File: config.mk
export PLATFORM = sky130hd
export DESIGN_NAME = asr_status_regs
export DESIGN_NICKNAME = d
export VERILOG_FILES = /design/src/common/asr_pkg.sv /design/src/rtl/asr_status_regs.sv
export SDC_FILE = /design/constraint.sdc
export NUM_CORES = 1
export LEC_CHECK = 0
export BUFFER_PORTS_ARGS = -buffer_cell sky130_fd_sc_hd__buf_2
export CORE_ASPECT_RATIO = 0.5
export CORE_MARGIN = 2
export CORE_UTILIZATION = 55
export CTS_BUF_LIST = sky130_fd_sc_hd__clkbuf_4
export DETAILED_ROUTE_END_ITERATION = 8
export PLACE_DENSITY = 0.84
export SLEW_MARGIN = 20
export SYNTH_ARGS = -nofsm -noshare
export SYNTH_HDL_FRONTEND = slang
export SYNTH_SLANG_ARGS = --single-unit
File: constraint.sdc
create_clock -name refClk -period 3.3 [get_ports refClk]
set_input_delay 0.165 -clock refClk [delete_from_list [all_inputs] [get_ports refClk]]
set_output_delay 0.165 -clock refClk [all_outputs]
set_load 0.01 [all_outputs]
File: src/common/asr_pkg.sv
package asr_pkg;

  // ==========================================================
  // Register byte addresses
  localparam logic [7:0] ADDR_CHANNEL_STATE = 8'h00;
  localparam logic [7:0] ADDR_CONVERSION_STATUS = 8'h04;
  localparam logic [7:0] ADDR_LAST_RESULT = 8'h08;
  localparam logic [7:0] ADDR_IRQ_ENABLE_SET = 8'h0C;
  localparam logic [7:0] ADDR_IRQ_ENABLE_CLEAR = 8'h10;
  localparam logic [7:0] ADDR_IRQ_MASK_VIEW = 8'h14;
  localparam logic [7:0] ADDR_RX_TRANSFER_COUNTER = 8'h18;
  localparam logic [7:0] ADDR_RX_NEXT_TRANSFER_COUNTER = 8'h1C;

  // ==========================================================
  // Field layout
  localparam int NUM_CHANNELS = 8;
  localparam int RESULT_WIDTH = 10;
  localparam int COUNT_WIDTH = 16;
  localparam int FLAG_WIDTH = 20;
  localparam int POS_CONV_DONE = 0;
  localparam int POS_CHANNEL_OVERRUN = 8;
  localparam int POS_RESULT_AVAILABLE = 16;
  localparam int POS_GLOBAL_OVERRUN = 17;
  localparam int POS_RX_COUNT_ZERO = 18;
  localparam int POS_RX_BOTH_COUNTS_ZERO = 19;

  // ==========================================================
  // Reset values
  localparam logic [FLAG_WIDTH-1:0] RESET_FLAGS = 20'h00000;
  localparam logic [RESULT_WIDTH-1:0] RESET_RESULT = 10'h000;
  localparam logic [COUNT_WIDTH-1:0] RESET_COUNT = 16'h0000;

  // ==========================================================
  // Converter core events in one cycle
  typedef struct packed {
    logic convDone;
    logic [2:0] convChannel;
    logic [RESULT_WIDTH-1:0] convResult;
    logic [NUM_CHANNELS-1:0] channelOverrun;
    logic globalOverrun;
    logic rxTransferDone;
  } asr_core_evt_t;

endpackage

File: src/rtl/asr_status_regs.sv
// Contract
// channel_state bits 0-7 read 1 when the channel is enabled, else 0.
// Conversion-done bit reads 1 only if channel enabled and conversion completed.
// Channel overrun bit sets on overrun, clears on conversion_status read.
// Result-available flag sets on a new result, clears on last_result read.
// Global overrun flag sets on event, clears on conversion_status read.
// Rx-count-zero flag sets when counter hits zero, clears on counter writes.
// Both-counts-zero flag is 1 exactly when both rx counters are zero.
// last_result captures every conversion result and holds it until the next.
// Writing 1 to irq_enable_set enables that source; 0 has no effect.
// Writing 1 to irq_enable_clear disables that source; 0 has no effect.
// irq_mask_view reads 1 for each enabled source, 0 otherwise.
// Enable, disable and mask share the conversion_status bit layout.
// Status bits 20-31 and unused upper last_result bits read zero.
// Interrupt output high while any enabled status flag is set.
// Conversion-done flag clears when that channel's data register is read.
module asr_status_regs (
  input wire logic refClk,
  input wire logic resetn,
  input wire logic psel,
  input wire logic penable,
  input wire logic pwrite,
  input wire logic [7:0] paddr,
  input wire logic [31:0] pwdata,
  output logic [31:0] prdata,
  output logic pready,
  output logic pslverr,
  input wire logic [asr_pkg::NUM_CHANNELS-1:0] channelOnBits,
  input wire asr_pkg::asr_core_evt_t coreEvt,
  input wire logic [asr_pkg::NUM_CHANNELS-1:0] channelDataRead,
  output logic [asr_pkg::NUM_CHANNELS-1:0] channelDataLoad,
  output logic [asr_pkg::COUNT_WIDTH-1:0] rxTransferCounter,
  output logic [asr_pkg::COUNT_WIDTH-1:0] rxNextTransferCounter,
  output logic irqOut
);

  // ==========================================================
  // State
  logic [asr_pkg::NUM_CHANNELS-1:0] convDoneFlag_r, convDoneFlag_nxt;
  logic [asr_pkg::NUM_CHANNELS-1:0] channelOverrunFlag_r, channelOverrunFlag_nxt;
  logic resultAvailableFlag_r, resultAvailableFlag_nxt;
  logic globalOverrunFlag_r, globalOverrunFlag_nxt;
  logic rxCountZeroFlag_r, rxCountZeroFlag_nxt;
  logic [asr_pkg::RESULT_WIDTH-1:0] lastResultValue_r, lastResultValue_nxt;
  logic [asr_pkg::FLAG_WIDTH-1:0] irqEnable_r, irqEnable_nxt;
  logic [asr_pkg::COUNT_WIDTH-1:0] rxCount_r, rxCount_nxt;
  logic [asr_pkg::COUNT_WIDTH-1:0] rxNextCount_r, rxNextCount_nxt;
  logic [31:0] prdata_r, prdata_nxt;
  logic pslverr_r, pslverr_nxt;
  logic pready_r, pready_nxt;

  logic access;
  logic xfer;
  logic rdCapture;
  logic wrAccess;
  logic rdAccess;
  logic statusRead;
  logic lastRead;
  logic rxBothCountsZeroFlag;
  logic addrValid;
  logic [asr_pkg::FLAG_WIDTH-1:0] statusWord;

  // ==========================================================
  // Bus decode
  // One wait state: read data and pslverr are registered in the first access cycle
  // and stand while pready is high, so the master takes them at its completing edge.
  // Read side effects happen at capture, so an event after it is never lost.
  assign access = psel && penable;
  assign rdCapture = access && !pready_r && !pwrite;
  assign xfer = access && pready_r;
  assign wrAccess = xfer && pwrite;
  assign rdAccess = rdCapture;
  assign statusRead = rdAccess && (paddr == asr_pkg::ADDR_CONVERSION_STATUS);
  assign lastRead = rdAccess && (paddr == asr_pkg::ADDR_LAST_RESULT);
  assign pready = pready_r;
  assign prdata = prdata_r;
  assign pslverr = pslverr_r;

  always_comb begin
    case (paddr)
      asr_pkg::ADDR_CHANNEL_STATE,
      asr_pkg::ADDR_CONVERSION_STATUS,
      asr_pkg::ADDR_LAST_RESULT,
      asr_pkg::ADDR_IRQ_MASK_VIEW: addrValid = !pwrite;
      asr_pkg::ADDR_IRQ_ENABLE_SET,
      asr_pkg::ADDR_IRQ_ENABLE_CLEAR: addrValid = pwrite;
      asr_pkg::ADDR_RX_TRANSFER_COUNTER,
      asr_pkg::ADDR_RX_NEXT_TRANSFER_COUNTER: addrValid = 1'b1;
      default: addrValid = 1'b0;
    endcase
  end

  // ==========================================================
  // Status word
  assign rxBothCountsZeroFlag = (rxCount_r == asr_pkg::RESET_COUNT) &&
                                (rxNextCount_r == asr_pkg::RESET_COUNT);

  always_comb begin
    statusWord = asr_pkg::RESET_FLAGS;
    // Gated by live enable: a disabled channel never reads done
    statusWord[asr_pkg::POS_CONV_DONE +: asr_pkg::NUM_CHANNELS] =
      convDoneFlag_r & channelOnBits;
    statusWord[asr_pkg::POS_CHANNEL_OVERRUN +: asr_pkg::NUM_CHANNELS] = channelOverrunFlag_r;
    statusWord[asr_pkg::POS_RESULT_AVAILABLE] = resultAvailableFlag_r;
    statusWord[asr_pkg::POS_GLOBAL_OVERRUN] = globalOverrunFlag_r;
    statusWord[asr_pkg::POS_RX_COUNT_ZERO] = rxCountZeroFlag_r;
    statusWord[asr_pkg::POS_RX_BOTH_COUNTS_ZERO] = rxBothCountsZeroFlag;
  end

  assign irqOut = |(statusWord & irqEnable_r);

  // ==========================================================
  // Per-channel flags
  genvar ch;
  generate
    for (ch = 0; ch < asr_pkg::NUM_CHANNELS; ch++) begin : gChan
      logic doneEvt;
      assign doneEvt = coreEvt.convDone && (coreEvt.convChannel == 3'(ch)) &&
                       channelOnBits[ch];
      assign channelDataLoad[ch] = doneEvt;
      // Set wins over a clear in the same cycle
      always_comb begin
        convDoneFlag_nxt[ch] = convDoneFlag_r[ch];
        if (channelDataRead[ch]) begin
          convDoneFlag_nxt[ch] = 1'b0;
        end
        if (!channelOnBits[ch]) begin
          convDoneFlag_nxt[ch] = 1'b0;
        end
        if (doneEvt) begin
          convDoneFlag_nxt[ch] = 1'b1;
        end
        channelOverrunFlag_nxt[ch] = channelOverrunFlag_r[ch];
        if (statusRead) begin
          channelOverrunFlag_nxt[ch] = 1'b0;
        end
        if (coreEvt.channelOverrun[ch]) begin
          channelOverrunFlag_nxt[ch] = 1'b1;
        end
      end
    end
  endgenerate

  // ==========================================================
  // Global flags, result, counters, enables
  always_comb begin
    resultAvailableFlag_nxt = resultAvailableFlag_r;
    globalOverrunFlag_nxt = globalOverrunFlag_r;
    rxCountZeroFlag_nxt = rxCountZeroFlag_r;
    lastResultValue_nxt = lastResultValue_r;
    irqEnable_nxt = irqEnable_r;
    rxCount_nxt = rxCount_r;
    rxNextCount_nxt = rxNextCount_r;

    if (lastRead) begin
      resultAvailableFlag_nxt = 1'b0;
    end
    if (coreEvt.convDone) begin
      resultAvailableFlag_nxt = 1'b1;
      lastResultValue_nxt = coreEvt.convResult;
    end

    if (statusRead) begin
      globalOverrunFlag_nxt = 1'b0;
    end
    if (coreEvt.globalOverrun) begin
      globalOverrunFlag_nxt = 1'b1;
    end

    // Transfer counter: reload of next counter when the current one empties
    if (coreEvt.rxTransferDone && rxCount_r != asr_pkg::RESET_COUNT) begin
      rxCount_nxt = rxCount_r - 16'h0001;
      if (rxCount_r == 16'h0001) begin
        rxCount_nxt = rxNextCount_r;
        rxNextCount_nxt = asr_pkg::RESET_COUNT;
        rxCountZeroFlag_nxt = 1'b1;
      end
    end
    if (wrAccess && paddr == asr_pkg::ADDR_RX_TRANSFER_COUNTER) begin
      rxCount_nxt = pwdata[asr_pkg::COUNT_WIDTH-1:0];
      rxCountZeroFlag_nxt = 1'b0;
    end
    if (wrAccess && paddr == asr_pkg::ADDR_RX_NEXT_TRANSFER_COUNTER) begin
      rxNextCount_nxt = pwdata[asr_pkg::COUNT_WIDTH-1:0];
      rxCountZeroFlag_nxt = 1'b0;
    end

    if (wrAccess && paddr == asr_pkg::ADDR_IRQ_ENABLE_SET) begin
      irqEnable_nxt = irqEnable_r | pwdata[asr_pkg::FLAG_WIDTH-1:0];
    end
    if (wrAccess && paddr == asr_pkg::ADDR_IRQ_ENABLE_CLEAR) begin
      irqEnable_nxt = irqEnable_r & ~pwdata[asr_pkg::FLAG_WIDTH-1:0];
    end
  end

  // ==========================================================
  // Read data, registered at the access edge
  always_comb begin
    prdata_nxt = prdata_r;
    pslverr_nxt = 1'b0;
    pready_nxt = access && !pready_r;
    if (access && !pready_r) begin
      pslverr_nxt = !addrValid;
    end
    if (rdAccess) begin
      prdata_nxt = 32'h00000000;
      case (paddr)
        asr_pkg::ADDR_CHANNEL_STATE: begin
          prdata_nxt[asr_pkg::NUM_CHANNELS-1:0] = channelOnBits;
        end
        asr_pkg::ADDR_CONVERSION_STATUS: begin
          prdata_nxt[asr_pkg::FLAG_WIDTH-1:0] = statusWord;
        end
        asr_pkg::ADDR_LAST_RESULT: begin
          prdata_nxt[asr_pkg::RESULT_WIDTH-1:0] = lastResultValue_r;
        end
        asr_pkg::ADDR_IRQ_MASK_VIEW: begin
          prdata_nxt[asr_pkg::FLAG_WIDTH-1:0] = irqEnable_r;
        end
        asr_pkg::ADDR_RX_TRANSFER_COUNTER: begin
          prdata_nxt[asr_pkg::COUNT_WIDTH-1:0] = rxCount_r;
        end
        asr_pkg::ADDR_RX_NEXT_TRANSFER_COUNTER: begin
          prdata_nxt[asr_pkg::COUNT_WIDTH-1:0] = rxNextCount_r;
        end
        default: begin
          prdata_nxt = 32'h00000000;
        end
      endcase
    end
  end

  // ==========================================================
  // Registers
  always_ff @(posedge refClk or negedge resetn) begin
    if (!resetn) begin
      convDoneFlag_r <= 8'h00;
      channelOverrunFlag_r <= 8'h00;
      resultAvailableFlag_r <= 1'b0;
      globalOverrunFlag_r <= 1'b0;
      rxCountZeroFlag_r <= 1'b0;
      lastResultValue_r <= asr_pkg::RESET_RESULT;
      irqEnable_r <= asr_pkg::RESET_FLAGS;
      rxCount_r <= asr_pkg::RESET_COUNT;
      rxNextCount_r <= asr_pkg::RESET_COUNT;
      prdata_r <= 32'h00000000;
      pslverr_r <= 1'b0;
      pready_r <= 1'b0;
    end else begin
      convDoneFlag_r <= convDoneFlag_nxt;
      channelOverrunFlag_r <= channelOverrunFlag_nxt;
      resultAvailableFlag_r <= resultAvailableFlag_nxt;
      globalOverrunFlag_r <= globalOverrunFlag_nxt;
      rxCountZeroFlag_r <= rxCountZeroFlag_nxt;
      lastResultValue_r <= lastResultValue_nxt;
      irqEnable_r <= irqEnable_nxt;
      rxCount_r <= rxCount_nxt;
      rxNextCount_r <= rxNextCount_nxt;
      prdata_r <= prdata_nxt;
      pslverr_r <= pslverr_nxt;
      pready_r <= pready_nxt;
    end
  end

  assign rxTransferCounter = rxCount_r;
  assign rxNextTransferCounter = rxNextCount_r;

endmodule

==> results.tsv, run 1 <==
metric	value	unit
clk_pin_slew_worst_paths	0.15	ns
cts_made_buffers	9	
dr_wl_met2	7872	µm
numPortBuffers	135	
mostFrequentLayoutCell	buf_2	
critPathArrivalTime	2.59	ns
fmax	363.5	MHz
ys_warn_count	0	
min_period	2.751	ns
clock-sinks	103	
synth_edf_count	0	
synth.area.top_cells	dfrtp_1, a22o_1, a21oi_1	
synth_flop_cell	dfrtp_1	
ant_nets	0	
syn_area	0.005617	mm²
maxCapViolCount	0	
setup_viol	0	
clock-root-buffer	clkbuf_4	
slew_violations	0	
drive_above_1_share	0.2493	
grt_usage	0.3046	
io_pins	160	
stdcell_area	0.007038	mm²
die_h	75.46	µm
worst_setup_path_start_kind	flop	
vias	5608	
dpl.hpwl	11770	µm
antenna_found_initial	1	
finClkSkew	0.02403	ns
wl	17160	µm
clkLatencyLatePin	0.47	ns
cp.buffers_inverters	2	
multiInputGateArea	0.002724	mm²
die_area	0.01109	mm²
n_fill_cell	801	
worst_pin_slew	1.028	ns
routedWlPerCell	19.35	µm
synth_seq_cells	103	
area_growth	25.31	%
crit_required	3.13	ns
critical_path.max_stage_delay	0.51	ns
finalHoldViolCount	0	
synth.largest_area_cell	dfrtp_1	
grt_max_degree	87	
hold_ws	0.03176	ns
rsz0062_at_grt	no	
tns	0	ns
layout_common_cells	buf_2, dfrtp_1, dlygate4sd3_1	
syn_inst	571	
maxUsedRoutingLayer	met4	
dr_wl_met3	1600	µm
p_leak	3.271	nW
ctsHtreeMaxLevel	3	
final_core_util	0.6979	
finalCritPeriodShare	0.8337	
grt_pass1_vias	4987	
post_cts_resized	0	
crit_slowest_cell	dfrtp_1	
ff_latch_area	0.002577	mm²
ys_types	62	
maxSlewHeadroom	0.3147	
grt_remaining_overflow	0	
cts_tree	built	
placed_area	0.006305	mm²
vdd_drop_max	0.2265	mV
clk_path_buf_depth	2	
worstSetupEndpointType	output port	
powerDensity	443.2	mW/mm²
wl_met1	7227	µm
initial_core_util	0.5569	
crit_top_cell	nand2_1	
design.core.area	0.01008	mm²
cts_setup_buffers	0	
critPathTopFamily	simple AND/OR/NAND/NOR gates	
postSynthAreaPerCell	9.836	µm²
hp-class	input pin to flop	
cp_cell_sequence	inv_1, ha_1, nor4b_1, nand4_1, nor3_1, nand2_1, nand2_1, buf_2	
yosysSeqAreaShare	0.4589	
via_per_inst	6.322	
synth_top_cell_area_share	0.4589	
first_pass_iters	5	
ctsHoldBuffers	59	
status	finished, final reports clean	
grt_pass1_wl	26050	µm
gp_congestion	0.9709	
ys_async_sr_fraction	1.000	
fp-row-count	26	
critPathKind	flop to output port	
remaining_drc_errors	0	
first_iter_violations	705	
nets	829	
die_w	146.9	µm
crit_fanout	9	
## Yosys cell counts, types with 3 or more instances
cell type	count
or3_1	4
or4_1	5
a31oi_1	21
a21oi_1	40
and3_1	9
clkbuf_1	25
nor2b_1	4
mux2i_1	15
nand4_1	7
a211o_1	5
o21bai_1	8
a2111oi_0	8
nor4b_1	4
a22o_1	30
xnor2_1	3
nand2_1	35
and4_1	4
nor2_1	41
a221oi_1	16
mux2_2	12
o21ai_0	19
a21o_1	10
nor4_1	12
o2bb2ai_1	11
ha_1	3
nor3_1	12
inv_1	12
buf_2	10
nand3_1	11
o211ai_1	5
buf_4	20
and2_1	3
a221o_1	6
dfrtp_1	103
## routing by layer
metal  global-route usage  vias to the layer above
met4               0.1068                        0
met2               0.4919                      341
met3              0.06048                       54
li1                     -                     2509
met1               0.4231                     2704
met5                    0                        -
## final cells by class
| class | instances | share of cell area |
|---|---|---|
| well taps | 140 | 0.02489 |
| clock buffers | 10 | 0.01067 |
| inverters | 12 | 0.006400 |
| diodes | 1 | 0.0003556 |
| multi-input cells | 407 | 0.3870 |
| clock inverters | 6 | 0.008711 |
| flip-flops and latches | 103 | 0.3662 |
| repair buffers | 208 | 0.1957 |
## worst min-delay path, stage by stage
cell,delay (ns)
buf_2,0.10
nor4_1,0.06
a21oi_1,0.13
## kinds of logic after synthesis
family,after synthesis,share of synthesized area
and+or+nand+nor,164,0.1571
muxes,27,0.05079
other,1,0.0006677
buffers and inverters,72,0.06661
xor gates and xnor gates,5,0.007798
AOI/OAI and AO/OA,196,0.2515
DFF,103,0.4589
adders and majority gates,3,0.006684
## worst paths after layout
kind                            depth (start not counted)            startpoint  slack, ns                    end
worst max-delay path                                    8  rxTransferCounter[0]       0.55                 irqOut
worst min-delay path                                    3              paddr[5]       0.03                pslverr
worst max register to register                          7  rxTransferCounter[0]       0.82   rxTransferCounter[5]
worst min register to register                          2             prdata[5]       0.50              prdata[5]
max in group asynchronous                               3                resetn       2.21                pslverr
min in group asynchronous                               2                resetn       0.29  rxTransferCounter[15]
## power by group
group          switching, W  internal (W)  total, W
combinational      0.000454      0.000402  0.000857
clock              0.000423      0.000236  0.000659
sequential         0.000230       0.00137   0.00160
total               0.00111       0.00201   0.00312
## stage by stage
step,setup WS [ns],power (W),std cells
after floorplan,1.218,0.002094,582
after global placement,0.9036,0.002379,811
after detailed placement,0.8349,0.002404,811
after CTS,0.5869,0.003090,886
after global routing,0.3000,0.003289,887
final,0.5487,0.003119,887
Note: power is estimated with default switching activity, not from simulation.
==> run 2: changes to the inputs <==
CORE_UTILIZATION = 49   (was 55)
PLACE_DENSITY = 0.79   (was 0.84)
clock period = 2.3 ns   (was 3.3 ns; I/O delays follow)
==> results.tsv, run 2 (synthesized netlist as in run 1, its figures left out) <==
metric	value	unit	change
grt_usage	0.2975		was 0.3046
final_core_util	0.6684		was 0.6979
io_pins	160		unchanged
dp.cells	846		was 811
clkLatencyLatePin	0.48	ns	was 0.47 ns
vias	5859		was 5,608
finalHoldViolCount	0		unchanged
dpl.hpwl	12970	µm	was 11,770 µm
initial_core_util	0.5069		was 0.5569
slew_violations	0		unchanged
worst_pin_slew	0.6207	ns	was 1.028 ns
clock-sinks	103		unchanged
grt_pass1_vias	5385		was 4,987
routedWlPerCell	19.72	µm	was 19.35 µm
die_area	0.01239	mm²	was 0.01109 mm²
remaining_drc_errors	0		unchanged
mostFrequentLayoutCell	buf_2		unchanged
fp-row-count	27		was 26
min_period	2.328	ns	
maxSlewHeadroom	0.5862		was 0.3147
die_w	155.4	µm	was 146.9 µm
area_growth	31.86	%	was 25.31%
ant_nets	0		unchanged
status	finished, violations left		was finished, final reports clean
p_leak	3.471	nW	was 3.271 nW
grt_pass1_wl	28470	µm	was 26,050 µm
vdd_drop_max	0.2947	mV	was 0.2265 mV
first_pass_iters	5		unchanged
finalCritPeriodShare	1.012		
antenna_found_initial	0		was 1
worst_setup_path_start_kind	flop		unchanged
powerDensity	637.9	mW/mm²	was 443.2 mW/mm²
ctsHtreeMaxLevel	3		unchanged
finClkSkew	0.02104	ns	was 0.02403 ns
drive_above_1_share	0.2946		was 0.2493
crit_fanout	3		was 9
gp_congestion	0.9591		was 0.9709
cts_tree	built		unchanged
grt_max_degree	47		was 87
clk_path_buf_depth	2		unchanged
layout_common_cells	buf_2, dfrtp_1, dlygate4sd3_1		unchanged
rsz0062_at_grt	yes		was no
clk_pin_slew_worst_paths	0.17	ns	was 0.15 ns
die_h	79.71	µm	was 75.46 µm
maxCapViolCount	0		unchanged
setup_viol	1		was 0
wl	18340	µm	was 17,160 µm
critPathKind	flop to output port		unchanged
final_cells	930		was 887
clock-root-buffer	clkbuf_4		unchanged
cts_made_buffers	9		unchanged
via_per_inst	6.300		was 6.322
hp-class	input pin to flop		unchanged
worstSetupEndpointType	output port		unchanged
failed_checks	negative setup slack		
grt_remaining_overflow	0		unchanged
numPortBuffers	135		unchanged
first_iter_violations	616		was 705
fin_total_pwr	0.004724	W	was 0.003119 W
crit_required	2.18	ns	was 3.13 ns
n_fill_cell	887		was 801
nets	867		was 829
design.core.area	0.01108	mm²	was 0.01008 mm²
critPathArrivalTime	2.21	ns	was 2.59 ns
fmax	429.6	MHz	
tns	-0.02778	ns	was 0 ns
fin_ws	-0.02778	ns	was 0.5487 ns
## run 2: final cells by class
cell class                 count  area (µm²)  area share
multi-input combinational    407        2788      0.3764
sequential                   103        2579      0.3482
clock buffer                   9       67.56    0.009123
tap                          145       181.4     0.02450
inverter                      12       45.04    0.006082
timing repair buffer         246        1695      0.2289
antenna                        1       2.502   0.0003379
clock inverter                 7       47.55    0.006420
## run 2: critical path, stage by stage, from the launching register on
cell and delay [ns]:
dfrtp_1 0.45, nor4_4 0.34, buf_4 0.17, nand4_1 0.17, nor3_4 0.30, nand2_2 0.11, nand2_2 0.09, buf_6 0.10
## run 2: worst paths after layout
check / startpoint / end / slack (ns) / cells past startpoint
setup / recovery: rxTransferCounter[12] / irqOut / -0.03 / 7
hold / removal: channelOnBits[4] / prdata[4] / 0.009 / 3
setup reg to reg: rxTransferCounter[0] / rxTransferCounter[6] / 0.12 / 7
hold reg to reg: prdata[9] / prdata[9] / 0.51 / 2
max in group asynchronous: resetn / prdata[10] / 1.44 / 3
min in group asynchronous: resetn / rxTransferCounter[15] / 0.17 / 2
## run 2: metal layers
metal	global-route usage	vias to the layer above	routed length (µm)	share of wire
met3	0.04940	57	1727	0.094
met5	0	-	0	0
met2	0.4717	374	8489	0.46
li1	-	2574	-	-
met4	0.1018	0	462	0.025
met1	0.4189	2854	7658	0.42
## run 2: stage by stage
step | instance area [µm²] | worst slack, ns | hold slack (ns)
after floorplan | 5658 | 0.2177 | -0.1806
after global placement | 6555 | 0.1075 | 0.1533
after detailed placement | 6555 | -0.003037 | 0.1665
after CTS | 7306 | 0.003631 | 0.0004521
after global routing | 7403 | -0.1199 | 0.008588
final | 7406 | -0.02778 | 0.008668
## run 2: timing repair
item,CTS,global route
hold buffers,61,0
pin swaps,1,3
hold endpoints to repair,125,0
endpoints found under the setup margin,17,24
resized for setup,3,12
setup buffers,1,5
## run 2: report_power, final
group          total [W]  switching [W]  internal (W)
combinational    0.00169       0.000889      0.000797
clock           0.000850       0.000625      0.000225
sequential       0.00219       0.000213       0.00197
